==> src/design/acg_pkg.sv <==
package acg_pkg;

   // Register map
   localparam logic [7:0] ACG_GPIO_ADDR = 8'h06;
   localparam logic [7:0] ACG_ID_ADDR = 8'h07;
   localparam logic [7:0] ACG_CH_BASE = 8'h10;
   localparam logic [7:0] ACG_CH_LAST = 8'h1F;

   // Reset values
   localparam logic [15:0] ACG_CH_RESET = 16'h8001;
   localparam logic [5:0] ACG_GPIO_RESET = 6'h00;
   localparam logic [3:0] ACG_ID_DONT_CARE = 4'h0;

   // Bus widths
   localparam int ACG_AW = 8;
   localparam int ACG_DW = 16;

   // Register bus request from the serial host side
   typedef struct packed {
      logic [7:0] addr;
      logic [15:0] wdata;
      logic wr;
      logic rd;
   } acg_bus_req_t;

   // Channel register layout, bit 15 down to bit 0
   typedef struct packed {
      logic en;
      logic [2:0] setup;
      logic [1:0] rsv;
      logic [9:0] pair;
   } acg_chan_t;

   // General pin configuration, bit 5 down to bit 0
   typedef struct packed {
      logic pin1_input_enable;
      logic pin0_input_enable;
      logic pin1_output_enable;
      logic pin0_output_enable;
      logic pin1_level;
      logic pin0_level;
   } acg_gpio_t;

   // Drive toward the two general pins
   typedef struct packed {
      logic [1:0] out;
      logic [1:0] oe;
   } acg_pin_t;

   // What the conversion sequencer is working on now
   typedef struct packed {
      logic [3:0] channel;
      logic en;
      logic [2:0] setup;
      logic [9:0] pair;
   } acg_seq_t;

endpackage : acg_pkg

==> src/design/acg_regs.sv <==
`timescale 1ns/1ps
module acg_regs #(
   parameter int NCH = 16,
   parameter logic [15:0] ID_VALUE = 16'h5A50 // Arbitrary identification value
) (
   // Clock and reset
   input wire logic sys_clk,
   input wire logic sys_rst,
   // Register port
   input wire acg_pkg::acg_bus_req_t bus_req,
   output logic [acg_pkg::ACG_DW-1:0] reg_rdata,
   // General pins
   input wire logic [1:0] general_pin_in,
   output acg_pkg::acg_pin_t general_pin,
   // Conversion engine
   input wire logic conv_done,
   output acg_pkg::acg_seq_t seq_now,
   output logic [15:0] channel_enable_mask
);
   import acg_pkg::*;

   // Whole state of the block in one place
   typedef struct packed {
      acg_chan_t [NCH-1:0] chan;
      acg_gpio_t gpio;
      logic [1:0] sync1;
      logic [1:0] sync2;
      logic [3:0] cur;
      acg_seq_t seq;
      logic [15:0] mask;
      acg_pin_t pin;
      logic [15:0] rdata;
   } acg_state_t;

   acg_state_t st_q;
   acg_state_t st_d;

   // Reset image of the state
   localparam acg_chan_t CH_RST = ACG_CH_RESET;
   localparam acg_seq_t SEQ_RST = '{channel: 4'h0, en: CH_RST.en,
      setup: CH_RST.setup, pair: CH_RST.pair};

   function automatic acg_state_t reset_state();
      acg_state_t s;
      s = '0;
      for (int i = 0; i < NCH; i++) begin
         s.chan[i] = CH_RST;
      end
      s.gpio = ACG_GPIO_RESET;
      s.seq = SEQ_RST;
      s.mask = 16'h0001;
      return s;
   endfunction : reset_state

   // Elaboration check: the channel index is four bits wide
   if (NCH < 1 || NCH > 16) begin : g_bad_nch
      $error("acg_regs: NCH must lie between 1 and 16");
   end

   // Address decode
   logic ch_hit;
   logic [3:0] ch_sel;
   logic [7:0] ch_off;
   assign ch_off = bus_req.addr - ACG_CH_BASE;
   assign ch_sel = ch_off[3:0];
   assign ch_hit = bus_req.addr >= ACG_CH_BASE
      && bus_req.addr <= ACG_CH_LAST && int'(ch_off) < NCH;

   // Next enabled channel after the current one, wrapping round
   function automatic logic [3:0] next_channel(
      input acg_chan_t [NCH-1:0] ch, input logic [3:0] cur);
      logic [3:0] pick;
      int j;
      pick = cur;
      j = 0;
      for (int k = NCH; k >= 1; k--) begin
         j = (int'(cur) + k) % NCH;
         if (ch[j].en) begin
            pick = 4'(j);
         end
      end
      return pick;
   endfunction : next_channel

   // Readback of a pin bit: sampled level only while its input path is on
   function automatic logic [15:0] gpio_read(
      input acg_gpio_t g, input logic [1:0] lvl);
      acg_gpio_t r;
      r = g;
      if (g.pin1_input_enable) begin
         r.pin1_level = lvl[1];
      end
      if (g.pin0_input_enable) begin
         r.pin0_level = lvl[0];
      end
      return {10'h000, r};
   endfunction : gpio_read

   // Next state
   always_comb begin
      acg_chan_t w;
      st_d = st_q;
      w = bus_req.wdata;
      w.rsv = 2'h0;
      // Pin inputs pass two flops; only sync2 is read by logic
      st_d.sync1 = general_pin_in;
      st_d.sync2 = st_q.sync1;
      // Register writes; identification and unmapped addresses ignore them
      if (bus_req.wr) begin
         if (bus_req.addr == ACG_GPIO_ADDR) begin
            st_d.gpio = bus_req.wdata[5:0];
         end else if (ch_hit) begin
            st_d.chan[ch_sel] = w;
         end
      end
      // Sequencer steps on each finished conversion
      if (conv_done) begin
         st_d.cur = next_channel(st_q.chan, st_q.cur);
      end
      // Outputs toward the converter, one cycle behind the registers
      st_d.seq.channel = st_q.cur;
      st_d.seq.en = st_q.chan[st_q.cur].en;
      st_d.seq.setup = st_q.chan[st_q.cur].setup;
      st_d.seq.pair = st_q.chan[st_q.cur].pair;
      for (int i = 0; i < 16; i++) begin
         st_d.mask[i] = i < NCH ? st_q.chan[i].en : 1'b0;
      end
      // Pin drive follows the stored output enables and levels
      st_d.pin.oe = {st_q.gpio.pin1_output_enable,
         st_q.gpio.pin0_output_enable};
      st_d.pin.out = {st_q.gpio.pin1_level & st_q.gpio.pin1_output_enable,
         st_q.gpio.pin0_level & st_q.gpio.pin0_output_enable};
      // Read data stand for one cycle only, zero otherwise
      st_d.rdata = 16'h0000;
      if (bus_req.rd) begin
         if (bus_req.addr == ACG_GPIO_ADDR) begin
            st_d.rdata = gpio_read(st_q.gpio, st_q.sync2);
         end else if (bus_req.addr == ACG_ID_ADDR) begin
            st_d.rdata = {ID_VALUE[15:4], ACG_ID_DONT_CARE};
         end else if (ch_hit) begin
            st_d.rdata = st_q.chan[ch_sel];
         end
      end
   end

   // State register
   always_ff @(posedge sys_clk or posedge sys_rst) begin
      if (sys_rst) begin
         st_q <= reset_state();
      end else begin
         st_q <= st_d;
      end
   end

   // Outputs straight from flops
   assign reg_rdata = st_q.rdata;
   assign general_pin = st_q.pin;
   assign seq_now = st_q.seq;
   assign channel_enable_mask = st_q.mask; // Bit i mirrors channel i enable

   // Any channel enabled now; the registered mask lags a write by a cycle
   logic any_en;
   always_comb begin
      any_en = 1'b0;
      for (int i = 0; i < NCH; i++) begin
         any_en = any_en | st_q.chan[i].en;
      end
   end
endmodule : acg_regs

==> config.mk <==
export PLATFORM = sky130hd
export DESIGN_NAME = acg_regs
export DESIGN_NICKNAME = d
export VERILOG_FILES = /design/src/design/acg_pkg.sv /design/src/design/acg_regs.sv
export SDC_FILE = /design/constraint.sdc
export NUM_CORES = 1
export LEC_CHECK = 0
export ABC_AREA = 1
export BUFFER_PORTS_ARGS = -buffer_cell sky130_fd_sc_hd__buf_4
export CORE_ASPECT_RATIO = 0.75
export CORE_UTILIZATION = 40
export DETAILED_ROUTE_END_ITERATION = 8
export GPL_TIMING_DRIVEN = 0
export PLACE_DENSITY = 0.64
export SYNTH_ARGS = -nofsm -noshare
export SYNTH_HDL_FRONTEND = slang
export SYNTH_SLANG_ARGS = --single-unit
==> constraint.sdc <==
create_clock -name sys_clk -period 13.5 [get_ports sys_clk]
set_input_delay 2.025 -clock sys_clk [delete_from_list [all_inputs] [get_ports sys_clk]]
set_output_delay 2.025 -clock sys_clk [all_outputs]
set_load 0.02 [all_outputs]
## After elaboration in Yosys (flattened, before gate mapping)

Index checks and enable logic that the tools add are counted.

- Flip-flop bits (word level): 324
- Bits of input ports: 31

- Add/sub/neg operators: 17
- Magnitude comparators: 22
- Equality and inequality tests: 2
- Mux-type cells: 77
- Bitwise gates (word level): 19
- Reduce and logical (&&, ||, !) cells: 23

Operators with widths:

| kind | number |
|---|---|
| 16-bit binary-select mux with 4-bit select | 18 |
| 16-bit 2-to-1 mux | 39 |
| 256-bit bitwise mux | 1 |
| 5-bit by 6-bit less-than comparator with 1-bit output, second input constant | 16 |
| 16-bit demux with 4-bit select | 1 |
| 4-bit 2-to-1 mux | 16 |
| 4-bit OR reduction | 16 |
| 4-bit adder, second input constant | 8 |
| 4-bit by 3-bit adder with 4-bit output, second input constant | 4 |
| 1-bit AND, first input constant | 16 |
| 8-bit by 3-bit == test with 1-bit output, second input constant | 2 |
| 16-bit nonzero test | 1 |
| 4-bit by 5-bit less-than comparator with 1-bit output, second input constant | 2 |
| 4-bit by 1-bit adder with 4-bit output, second input constant | 2 |
| 4-bit by 2-bit adder with 4-bit output, second input constant | 2 |
| 8-bit by 5-bit >= comparator with 1-bit output, second input constant | 1 |
| 8-bit by 5-bit <= comparator with 1-bit output, second input constant | 1 |
| 8-bit by 5-bit less-than comparator with 1-bit output, second input constant | 1 |
| 8-bit by 5-bit subtractor with 8-bit output, second input constant | 1 |
| 4-bit by 1-bit >= comparator with 1-bit output, second input constant | 1 |
| 2-bit AND reduction | 2 |
| 1-bit logical AND | 3 |
| 3-bit AND reduction | 1 |
| 1-bit AND | 2 |
| 2 further kinds | 3 |

## Logic depth before layout (Yosys ltp)

Gate-level depths: netlist of run 1.

- Depth after elaboration: 22
- Mapped depth: 27
- Gate-level depth less buffers: 22

## Least setup slack after synthesis of run 1

Ideal clock, no wire load.

- Kind: input to register
- From: in bus_req[23] (netlist bit)
- To: reg st_q[107] (netlist bit)
- Library setup time: 0.134 ns
- Arrival time: 3.344 ns
- Setup slack: 10.023 ns
- Cell stages on the path: 5
- Path through: nor4_1 -> nand2_1 -> nor3_2 -> clkbuf_1 -> o21ai_0

- Word-level cells in the longest chain between the ends: 4
- Elaborated cells on any way between the ends: 9

Ends and longest elaborated chain:

| element | RTL line | text |
|---|---|---|
| from (decl) | acg_regs.sv:10 | `input wire acg_pkg::acg_bus_req_t bus_req,` |
| 8-bit by 5-bit subtractor with 8-bit output (tied with other cells) | acg_regs.sv:64 | `assign ch_off = bus_req.addr - ACG_CH_BASE;` |
| 8-bit by 5-bit less-than comparator with 1-bit output or 1-bit logical AND (tied branches) | acg_regs.sv:67 | `&& bus_req.addr <= ACG_CH_LAST && int'(ch_off) < NCH;` |
| 1-bit logical AND | acg_regs.sv:67 |  |
| 3-bit AND reduction (no source line) * | - |  |
| to (signal assigned) | acg_regs.sv:149 | `st_q <= reset_state();` |
| to (signal assigned) | acg_regs.sv:151 | `st_q <= st_d;` |
| to (decl) | acg_regs.sv:35 | `acg_state_t st_q;` |

Mark *: on every way between the ends. The rest lies on a longest branch, timed or not.
A chain may end at the register's enable or synchronous reset.

## Final worst setup path of run 1

- From: reg st_q (netlist bit st_d[51])
- To: reg st_q (netlist bit st_d[50])

- Word-level cells in the longest chain between the ends: 19
- Elaborated cells on any way between the ends: 81

Ends and longest elaborated chain:

| element | RTL line | text |
|---|---|---|
| 4-bit adder | acg_regs.sv:77 | `j = (int'(cur) + k) % NCH;` |
| 16-bit binary-select mux with 4-bit select | acg_regs.sv:78 | `if (ch[j].en) begin` |
| 16-bit 2-to-1 mux (not written as such) (2 in a row) | acg_regs.sv:78 |  |
| 4-bit 2-to-1 mux (15 in a row) | acg_regs.sv:78 |  |

Parallel ways exist; a longest one is shown, timed or not. The select of a mux whose other input is x is not followed.

==> flow_summary.toml, run 1 <==
[status]
outcome = "finished clean"

[global_routing]
grt_pass1_vias = 14826
globalRouteOverflowTotal = 0
globalRouteTotalUtil_pct = 33.3
grt_max_degree = 128
antenna_found_initial = 3
grt_pass1_wl_um = 96000

[worst_setup_path]
rrSetupSlack_ns = 8.46
rr_worst_depth = 21
path_class = "reg -> reg"
crit_required_ns = 13.95
worstPathArrival_ns = 5.49
reg2reg_to = "st_d[50]$_DFFE_PP0P_"
start_kind = "register"
path_max_fanout = 13
end_kind = "register"
reg2reg_from = "st_d[51]$_DFFE_PP0P_"

[floorplanning]
num_rows = 61
core_area_um2 = 37500
die_area_um2 = 39200
initial_core_util_pct = 41.0
die_w_um = 228
io_pins = 85
die_h_um = 172

[yosys]
synth.yosys.seq_area_share_pct = 47.6
ys_async_sr_fraction_pct = 100
synth_area_leaders = "dfrtp_1 42%, o21ai_0 12%, nand2_1 11%"
synth_area_um2 = 15400
synthTopCellsByCount = "469 x nand2_1, 372 x o21ai_0, 256 x dfrtp_1"
synth_top_area_share_pct = 41.7
yosysTopAreaCell = "dfrtp_1"
netlist_instances = 1958
synthFlopType = "dfrtp_1"
syn_nets = 1996
ys_ff_latch = 291
yosys_warnings = 0
avgSynthCellArea_um2 = 7.85
yosysMostFrequentCell = "nand2_1"
synth_edf_count = 0
synth_cell_type_count = 58

[route]
ant_nets = 0
drt-vias-per-instance = 6.07
m1WireLength_um = 27300
top_layer_used = "met5"
drt_iter0_drc = 2688
wl_um = 65500
route.met3.wl_um = 9800
firstDrtPassIters = 8
avgRoutedWirePerCell_um = 25.2
vias = 15807
met2WireLength_um = 26000
drc = 0

[min_path]
worstHoldPathType = "reg -> reg"
min_from = "st_d[59]$_DFF_PP0_"
hold_end = "st_q[59]$_DFF_PP0_"
hold_path_depth = 0

[sta]
fin_crit_sh_pct = 37.3
setup_violations = 0
timing.slew.headroom_pct = 20.7
setup_tns_ns = 0
maxClockFrequency_mhz = 198
worst_slew_pin_slew_ns = 1.18
maxSlewViolCount = 0
hold_viol = 0
rsz0062_at_grt = "no"
fin_skew_ns = 0.0329
min_period_ns = 5.04
hold_slack_ns = 0.349

[power_and_ir_drop]
internal_power_mw = 2.11
switching_share_pct = 47.8
peakVddDrop_mv = 0.101
power.share.clock_pct = 22.1
p_per_area_nw_per_um2 = 228
seq_power_share_pct = 24.9
p_leak_nw = 8.11
power_switching_mw = 1.93
fin_total_pwr_mw = 4.04
comb_power_share_pct = 53.0

[placement]
hpwlAfterDp_um = 48300
gp_congestion = 1.03
port_buffers = 81
dpl_cell_area_um2 = 16700

[clocking]
numCtsBuffers = 30
clock_latency_ns = 0.60
cts_setup_buffers = 0
cts_resized = 0
clk_root_buffer_cell = "clkbuf_16"
numClockSinks = 291
cts_tree = "done"
clk_pin_slew_ns = 0.07
holdBufCountCts = 0
htree_levels = 1
clock_path_buffers = 3

[run]
maxCapViolations = 0

[cells_and_area]
syn_to_final_growth_pct = 15.3
fin_util_pct = 47.3
postLayoutCellArea_um2 = 17700
final_nets = 2111
drive_above_1_share_pct = 14.0
==> worst max-delay path: stages, from the launching register on <==
cell,delay [ns]
dfrtp_1,0.46
buf_2,0.21
inv_1,0.11
buf_4,0.21
clkbuf_1,0.57
clkbuf_1,0.83
ha_1,0.26
clkbuf_1,0.46
nand2_1,0.14
and2_1,0.19
o21ai_2,0.17
inv_1,0.07
nand2_1,0.10
nand2_2,0.13
nor2_2,0.20
inv_1,0.09
nor4_1,0.27
nand3_1,0.14
nand3_1,0.14
nor2_1,0.05
nand2_1,0.06
nand2_1,0.06
==> power groups by stage <==
stage / Combinational, mW / Clock [mW] / Sequential [mW]
final: 2.14 / 0.893 / 1.01
after global placement: 2.04 / 0 / 1.02
after floorplan: 1.41 / 0 / 1.00
after detailed placement: 2.05 / 0 / 1.02
after global routing: 2.30 / 0.929 / 1.02
after CTS: 2.05 / 0.896 / 1.01
==> worst max-delay path by stage <==
stage / end / from / slack [ns] / cells past startpoint
final: st_d[50]$_DFFE_PP0P_ / st_d[51]$_DFFE_PP0P_ / 8.46 / 21
after global placement: channel_enable_mask[12]$_DFF_PP0_ / sys_rst / 0.25 / 2
after detailed placement: st_q[76]$_DFFE_PP0P_ / bus_req[18] / 8.56 / 6
after floorplan: channel_enable_mask[10]$_DFF_PP0_ / sys_rst / 3.50 / 1
after CTS: st_d[50]$_DFFE_PP0P_ / st_d[51]$_DFFE_PP0P_ / 8.65 / 21
after global routing: st_d[50]$_DFFE_PP0P_ / st_d[51]$_DFFE_PP0P_ / 8.16 / 21
==> final cells by class <==
class	count	area [um2]
Antenna cell	2	5.00
Buffer	180	951
Clock buffer	44	863
Clock inverter	12	178
Fill cell	3696	19800
Inverter	128	493
Multi-Input combinational cell	1359	6610
Sequential cell	291	7330
Tap cell	504	631
Timing Repair Buffer	83	663
==> routing by layer <==
metal / up-vias / track usage (%)
met5: - / 0
met2: 1205 / 46.1
met3: 199 / 11.5
met4: 2 / 11.6
met1: 7596 / 47.6
li1: 6805 / -
==> through the flow <==
stage / worst slack [ns] / std cells
finish: 8.46 / 2603
global placement: 0.248 / 2543
global route: 8.16 / 2601
CTS: 8.65 / 2601
detailed placement: 8.56 / 2545
floorplan: 3.50 / 1958
==> registers in the layout (all words and copies together), names as in the netlist <==
name,flops
seq_now,18
channel_enable_mask,16
st_q,214
st_d,24
general_pin,4
reg_rdata,15
==> cell usage in the layout, fill, tap and decap left out, types with 5 or more instances in the layout <==
master	count
nand2_1	469
o21ai_0	372
dfrtp_1	256
buf_4	137
nor2_1	136
o22ai_1	118
inv_1	112
clkbuf_1	112
a21oi_1	92
nand3_1	44
dfstp_2	35
clkbuf_16	30
nand4_1	24
nand2_2	13
inv_2	9
o221ai_1	9
nor2_2	8
buf_2	7
ha_1	7
buf_6	6
buf_1	6
clkbuf_8	6
o211ai_1	5
a31oi_1	5
a211oi_1	5
clkinv_2	5
==> cells by family (layout without fill, tap and decap cells) <==
logic type / Yosys count / in the layout / synth area share (%)
simple gates: 715 / 715 / 19.2
compound gates: 628 / 628 / 22.4
buf+inv: 308 / 447 / 9.34
flops: 291 / 291 / 47.6
fa+ha+maj: 7 / 7 / 0.570
xor+xnor: 5 / 5 / 0.627
mux: 3 / 3 / 0.236
other cells: 1 / 3 / 0.0244
(Power assumes the default switching activity.)
==> inputs of run 2 (changes only) <==
PLACE_DENSITY = 0.66   (was 0.64)
clock period = 4.39 ns   (was 13.5 ns; I/O delays follow)
==> flow_summary.toml, run 2 (same netlist as run 1, synthesis figures left out) <==
[status]
outcome = "finished clean"

[clocking]
numCtsBuffers = 31
holdBufCountCts = 0
clock_path_buffers = 3
clk_pin_slew_ns = 0.07
cts_tree = "done"
clock_latency_ns = 0.60
numClockSinks = 291
htree_levels = 1
clk_root_buffer_cell = "clkbuf_16"

[floorplanning]
initial_core_util_pct = 41.0
core_area_um2 = 37500
num_rows = 61
io_pins = 85
die_w_um = 228
die_area_um2 = 39200
die_h_um = 172

[worst_setup_path]
start_kind = "register"
worst_path_most_repeated_cell = "nand2_1"
rr_worst_depth = 20
worstPathArrival_ns = 4.51
path_class = "reg -> reg"
rrSetupSlack_ns = 0.33
cpPeakStageDelay_ns = 0.50
end_kind = "register"
slowest_stage = "dfrtp_1"
crit_end = "st_d[51]$_DFFE_PP0P_"
reg2reg_to = "st_d[51]$_DFFE_PP0P_"
reg2reg_from = "st_d[51]$_DFFE_PP0P_"
path_max_fanout = 19
crit_required_ns = 4.84
crit_path_cell_trace = "buf_2, inv_1, buf_4, buf_4, ha_1, inv_1, buf_2, nand2_1, nand3_1, nand2_1, nand2_1, nand2_1, nor2_2, nand4_1, nor2_1, nand4_2, nand2_1, a21oi_1, nor2_1, a21oi_1"
critical_path.startpoint = "st_d[51]$_DFFE_PP0P_"

[sta]
min_period_ns = 4.06
timing.slew.headroom_pct = 12.1
fin_skew_ns = 0.0270
setup_violations = 0
rsz0062_at_grt = "no"
fin_crit_sh_pct = 92.4
hold_viol = 0
maxClockFrequency_mhz = 246
maxSlewViolCount = 0
setup_tns_ns = 0
hold_slack_ns = 0.0856
worst_slew_pin_slew_ns = 1.31

[cells_and_area]
syn_to_final_growth_pct = 16.1
final_nets = 2115
drive_above_1_share_pct = 14.5
largest_register_ffs = 214
final_common_cell = "nand2_1"
fin_util_pct = 47.6
multiInputGateArea_um2 = 6610
final_cell_mix = "469 x nand2_1, 372 x o21ai_0, 256 x dfrtp_1"
regMostFlops = "st_q"
regArea_um2 = 7330
fillers = 3752

[power_and_ir_drop]
p_leak_nw = 8.17
peakVddDrop_mv = 0.411
p_per_area_nw_per_um2 = 708
fin_total_pwr_mw = 12.6

[route]
drt-vias-per-instance = 6.10
wl_um = 67400
firstDrtPassIters = 6
vias = 15899
drt_iter0_drc = 2376
ant_nets = 0
drc = 0
avgRoutedWirePerCell_um = 25.9

[global_routing]
globalRouteOverflowTotal = 0
grt_use_met1_pct = 49.6
met2_usage_pct = 47.5
busiest_layer = "met1"
globalRouteTotalUtil_pct = 34.4
antenna_found_initial = 1
grt_pass1_vias = 14959
grtUsageMet3_pct = 10.0
grt_max_degree = 44
grt_pass1_wl_um = 99000

[placement]
gp_congestion = 0.998
hpwlAfterDp_um = 49900
port_buffers = 81

[run]
maxCapViolations = 0

[min_path]
worstHoldPathType = "in -> async"
-- run 2: changes by cell type in the layout (fill, tap and decap cells not counted), sizes merged --
cell,change
buf,+6
clkbuf,-2
clkinv,-2
clkinvlp,+2
diode,-1
-- run 2: critical path, delay by kind of cell, from the launching register on --
kind,cells,cell delay [ns]
AOI/OAI and AO/OA,2,0.12
adders and majority gates,1,0.29
buffers and inverters,6,1.42
DFF,1,0.50
and+or+nand+nor,11,1.58
-- run 2: worst min-delay path by stage --
stage | startpoint | endpoint | slack (ns)
final | sys_rst | st_q[294]$_DFFE_PP0P_ | 0.09
after global routing | sys_rst | st_q[310]$_DFFE_PP0P_ | 0.11
after CTS | sys_rst | seq_now[1]$_DFF_PP0_ | 0.08
after detailed placement | st_d[59]$_DFF_PP0_ | st_q[59]$_DFF_PP0_ | 0.33
after global placement | st_d[58]$_DFF_PP0_ | st_q[58]$_DFF_PP0_ | 0.33
after floorplan | st_d[58]$_DFF_PP0_ | st_q[58]$_DFF_PP0_ | 0.33
-- run 2: layout make-up --
| class | count | area share [%] |
|---|---|---|
| multi-input combinational | 1359 | 37.1 |
| clock inverter | 12 | 0.932 |
| clock buffer | 45 | 5.15 |
| timing repair buffer | 88 | 4.19 |
| sequential | 291 | 41.1 |
| antenna | 1 | 0.0140 |
| buffer | 178 | 5.31 |
| tap | 504 | 3.53 |
| inverter | 128 | 2.76 |
-- run 2: per-layer routing --
metal | part of all wire [%] | routed length (um)
met1 | 43 | 28700
met2 | 39 | 26300
met3 | 14 | 9480
met4 | 4.3 | 2930
met5 | 0 | 0
-- run 2: timing repair --
item | CTS | global route
buffers inserted | 0 | 0
setup endpoints to repair | 4 | 4
gates resized for setup | 2 | 6
-- run 2: power by group --
group          internal [mW]  switching [mW]
registers               2.94           0.176
clock network           1.68            1.16
logic                   1.96            4.72
-- run 2: stage by stage --
step	setup slack [ns]	instance area [um2]	std cells
6_report	0.332	17800	2606
2_1_floorplan	-0.101	15400	1958
5_1_grt	0.0943	17800	2605
3_3_place_gp	-1.87	16600	2543
3_5_place_dp	-0.514	16800	2550
4_1_cts	0.00264	17800	2607
